===== config.mk =====
export PLATFORM = sky130hd
export DESIGN_NAME = mem_line_buf
export DESIGN_NICKNAME = d
export VERILOG_FILES = /design/src/include/mem_ecc_pkg.sv /design/src/verilog/mem_line_buf.sv
export SDC_FILE = /design/constraint.sdc
export NUM_CORES = 2
export LEC_CHECK = 0
export BUFFER_PORTS_ARGS = -buffer_cell sky130_fd_sc_hd__clkbuf_2
export CAP_MARGIN = 20
export CORE_MARGIN = 1.5
export CORE_UTILIZATION = 30
export DETAILED_ROUTE_END_ITERATION = 6
export PLACE_DENSITY_LB_ADDON = 0.05
export SYNTH_ARGS = -nofsm -noshare
export SYNTH_HDL_FRONTEND = slang
export SYNTH_SLANG_ARGS = --single-unit

===== constraint.sdc =====
create_clock -name hclk -period 13.86 [get_ports hclk]
set_input_delay 2.772 -clock hclk [delete_from_list [all_inputs] [get_ports hclk]]
set_output_delay 2.772 -clock hclk [all_outputs]
set_load 0.05 [all_outputs]

===== src/include/mem_ecc_pkg.sv =====
// constants and carrier types for the memory ecc, isolation and test block
package mem_ecc_pkg;
  localparam int PORTS       = 4;
  localparam int PORT_DATA_W = 16;
  localparam int PORT_CHK_W  = 2;
  localparam int PORT_W      = 18;
  localparam int DATA_W      = 64;
  localparam int CHK_W       = 8;
  localparam int LINE_W      = 32;
  localparam int ROWS        = 8;
  localparam int ROW_W       = 3;
  localparam int SYMS        = 8;
  localparam int SYM_W       = 3;
  localparam int TEST_BUFFERS = 32;
  localparam int BUF_AW      = 5;
  localparam logic [LINE_W-1:0] TEST_STRIDE = 32'h0000_0020;
  // main channel ports whose symbol g is inverted to poison a write
  localparam int POISON_PORT_A = 1;
  localparam int POISON_PORT_B = 3;
  localparam logic [PORT_W-1:0] G_SYMBOL_MASK = 18'h30000;
  // line address bit that picks the ddr branch behind a hub
  localparam int LINE_CH_BIT = 0;
  // register byte offsets
  localparam logic [7:0] REG_CTRL       = 8'h00;
  localparam logic [7:0] REG_LOG        = 8'h04;
  localparam logic [7:0] REG_PROGRESS   = 8'h08;
  localparam logic [7:0] REG_RANGE_BASE = 8'h40;
  localparam logic [7:0] REG_RANGE_TOP  = 8'h44;
  localparam logic [7:0] REG_RANGE_END  = 8'h80;
  localparam int RANGE_SHIFT = 3;
  // control register fields
  localparam int CTRL_RUN_BIT = 0;
  localparam int CTRL_X8_BIT  = 1;
  localparam int CTRL_SEL_LSB = 4;
  // locator log fields
  localparam int LOG_VALID_BIT = 0;
  localparam int LOG_UNCOR_BIT = 1;
  localparam int LOG_CH_BIT    = 2;
  localparam int LOG_DEV_LSB   = 4;
  localparam int LOG_LOC_LSB   = 8;
  localparam int LOG_LOCV_BIT  = 11;
  localparam int LOG_PORT_LSB  = 12;
  localparam logic [1:0] HTRANS_NONSEQ = 2'h2;
  localparam logic [2:0] HSIZE_WORD    = 3'h2;

  typedef struct packed {
    logic                      valid;
    logic                      write;
    logic                      poison;
    logic [LINE_W-1:0]         addr;
    logic [DATA_W-1:0]         data;
  } cpu_req_type;

  typedef struct packed {
    logic                      valid;
    logic                      err;
    logic [DATA_W-1:0]         data;
  } cpu_rsp_type;

  typedef struct packed {
    logic                      valid;
    logic                      write;
    logic                      engine;
    logic [LINE_W-1:0]         addr;
    logic [ROW_W-1:0]          row;
    logic [SYMS*SYM_W-1:0]     symbol_map;
    logic [PORTS*PORT_W-1:0]   port;
  } mem_req_type;

  typedef struct packed {
    logic                      valid;
    logic                      engine;
    logic [LINE_W-1:0]         addr;
    logic [PORTS*PORT_W-1:0]   port;
  } mem_rsp_type;

  typedef enum logic [2:0] {
    ENG_IDLE     = 3'h0,
    ENG_ISSUE_RD = 3'h1,
    ENG_WAIT_RD  = 3'h3,
    ENG_RD_BUF   = 3'h2,
    ENG_ISSUE_WR = 3'h6
  } eng_state_type;
endpackage : mem_ecc_pkg


===== src/verilog/mem_line_buf.sv =====
// line buffer held by the test engine, registered read data
`timescale 1ns/100ps
`default_nettype none
module mem_line_buf (
  input  wire logic                                hclk,
  input  wire logic                                wr_en,
  input  wire logic [mem_ecc_pkg::BUF_AW-1:0]      wr_addr,
  input  wire logic [mem_ecc_pkg::DATA_W-1:0]      wr_data,
  input  wire logic [mem_ecc_pkg::BUF_AW-1:0]      rd_addr,
  output logic      [mem_ecc_pkg::DATA_W-1:0]      rd_data
);
  logic [mem_ecc_pkg::DATA_W-1:0] mem [mem_ecc_pkg::TEST_BUFFERS];

  // write port
  always_ff @(posedge hclk) begin
    if (wr_en) begin
      mem[wr_addr] <= wr_data;
    end
  end

  // read port, one cycle latency
  always_ff @(posedge hclk) begin
    rd_data <= mem[rd_addr];
  end
endmodule : mem_line_buf
`default_nettype wire

==> key figures <==
Run status
  • Status: complete, no violations

Worst hold path
  • Hold depth: 3
  • Worst min path class: reg -> reg
  • Worst Hold End: rd_data[0]
  • Hold Startpoint: mem[5][0]

Placement
  • PortBufs: around 140
  • Dpl hpwl: 116900 µm
  • RePlAce Congestion: 0.7113

Synth
  • Post-synth top area cell: edfxtp_1
  • Primary FF master, synth: edfxtp_1
  • Syn avg cell area: 25.50 µm²
  • Post-synth top area share: 77.88%
  • YS warnings: 0
  • #FFs+latches synth: roughly 2100
  • Synth area leaders: edfxtp_1, mux4_2, dfxtp_1
  • Post-synth ARST share: 0%
  • Library cells used by synthesis: 31
  • Syn Inst Count: around 3100
  • Most frequent cell after synthesis: edfxtp_1
  • Post-synth net total: 3173
  • Post-synth EDFFs: 2048
  • Synth top cells by count: edfxtp_1, mux4_2, mux2_2
  • Sequential area share after synthesis: 79.50%
  • Synth Cell Area: 0.07896 mm²

Timing
  • Pins Over Slew Limit: 0
  • Max frequency: 0.1713 GHz
  • Tmin final: 5.838 ns
  • Setup violations, final: 0
  • Max_slew headroom: 24.38%
  • Setup TNS: 0 ns
  • Clock Skew: 0.01841 ns
  • Unrepaired setup endpoints after global routing: false
  • Fin. Hold Viols: 0
  • Period utilization: a little over two fifths
  • Worst slew pin tran: roughly 1.1 ns

Floorplanning
  • # rows: 188
  • Placeable Area: 0.2620 mm²
  • Die Y: 516.0 µm
  • Die X: 516.0 µm
  • Starting Density: 30.13%
  • Die area: 0.2663 mm²
  • IO Count: 140

Critical path
  • WP data arrival: 6.58 ns
  • R2r endpoint: rd_data[28]
  • R2R setup slack: 11.99 ns
  • Startpoint class of the critical path: primary input
  • CP Max Fanout: 95
  • Critical path type: in -> reg
  • Crit end category: flop
  • Cell depth of the worst flop-to-flop path: 3
  • Reg2Reg Launch Point: mem[6][28]
  • CP Data Required Time: about 15 ns

Route
  • Number of detailed-route iterations in the first pass: 7
  • Final ANT Viol Nets: 0
  • Via/cell ratio: 4.954
  • Met3 WL: around 10000 µm
  • Via count: around 35000
  • Met2 Wirelength: 112500 µm
  • # DRC: 0
  • Final WL: 234600 µm
  • Wl on met1: 107800 µm
  • Wire per inst: 32.91 µm
  • Drt initial violations: 2988
  • Top layer reached by signal wires: met5

Global routing
  • Largest net degree at the start of global routing: ~110
  • Gr ovfl total: 0
  • Global Route Usage Sum: 17.72%
  • Global-route wire length before repair: 321600 µm
  • Number of antenna violations at the first check in global routing: 21
  • Vias in the first global route: 38140

Clock tree
  • Hold_buf cts: 0
  • Resize count post-CTS: 0
  • H-tree Lvls: 4
  • CTS tree: yes
  • CTS buffer count: 232
  • CTS Sinks: 2112
  • Worst-case clock buffer depth: 3
  • Clock latency on the worst-skew pair: 0.87 ns
  • CTS clk-pin slew, worst paths: 0.06 ns
  • Setup Buffers After CTS: 0
  • Clk root buf: clkbuf_16

Power and ir drop
  • Pwr dens: 152.4 mW/mm²
  • Worst ir drop on vdd: about 0.00014 V
  • Total power: 14.04 mW
  • Static leakage: 28.40 nW

Cells and area
  • Area grow syn2layout: 16.68%
  • Nets: 3480
  • Finished Core Util: a little over a third
  • Layout cells sized above 1: ~36%

Job
  • Max Cap Violations: 0
-- area by class of cell --
type | count | area [µm²]
antenna | 6 | 15.01
clock buffer | 315 | 6496
clock inverter | 122 | 1177
fill | 24080 | 169900
inverter | 1 | 3.754
multi-input combinational | 828 | 15680
sequential | 2112 | 62780
tap | 3515 | 4398
timing repair buffer | 229 | 1579
-- cell usage in the layout, fill, tap and decap left out, types with 32 or more instances in the layout --
master / instances
clkinv_2: 43
dfxtp_1: 64
nor2_4: 32
mux2i_1: 38
mux2_2: 74
clkinv_1: 45
clkbuf_2: 134
clkbuf_16: 239
clkbuf_1: 53
buf_4: 79
mux4_2: 602
edfxtp_1: 2048
-- registers in the layout, indices dropped and copies added, names as in the netlist --
register and count:
mem 2048, rd_data 64
-- cell families after synthesis --
logic type,after synthesis,share of synthesized area (%)
buf+inv,157,0.9444
simple gates,64,0.3787
flops,2112,79.50
mux,714,18.71
compound gates,50,0.4659
-- per-layer routing --
layer,up-vias,global-route usage [%]
met2,883,28.65
met4,12,3.902
li1,14170,-
met1,19960,25.17
met5,-,0
met3,288,2.778
-- critical path: stages --
cell and delay (ns):
buf_8 0.56, buf_4 0.87, buf_12 0.65, mux4_2 0.61, mux4_2 0.51, mux2_2 0.28
-- how the worst max path moves through the flow --
stage / to / from / slack [ns]
after floorplan: mem[12][0] / wr_addr[1] / 7.27
after global placement: rd_data[53] / rd_addr[0] / 7.03
after detailed placement: rd_data[48] / rd_addr[0] / 6.98
after CTS: rd_data[49] / rd_addr[0] / 7.95
after global routing: rd_data[48] / rd_addr[0] / 7.72
final: rd_data[48] / rd_addr[0] / 8.02
-- stage by stage --
step                      instance area, µm²  cells  setup WS, ns  hold slack (ns)
after global placement                 84320   6680         7.028           0.7968
after global routing                   92130   7126         7.721           0.8789
after detailed placement               84390   6683         6.979           0.8036
after floorplan                        78960   3097         7.266           0.7218
final                                  92130   7128         8.022           0.8220
after CTS                              92060   7120         7.946           0.8264
-- report_power, final --
| group | switching, mW | total, mW | internal [mW] |
|---|---|---|---|
| clock | 2.51 | 6.18 | 3.67 |
| combinational | 0.455 | 0.718 | 0.263 |
| sequential | 0.0378 | 7.14 | 7.10 |
(Power assumes the default switching activity.)
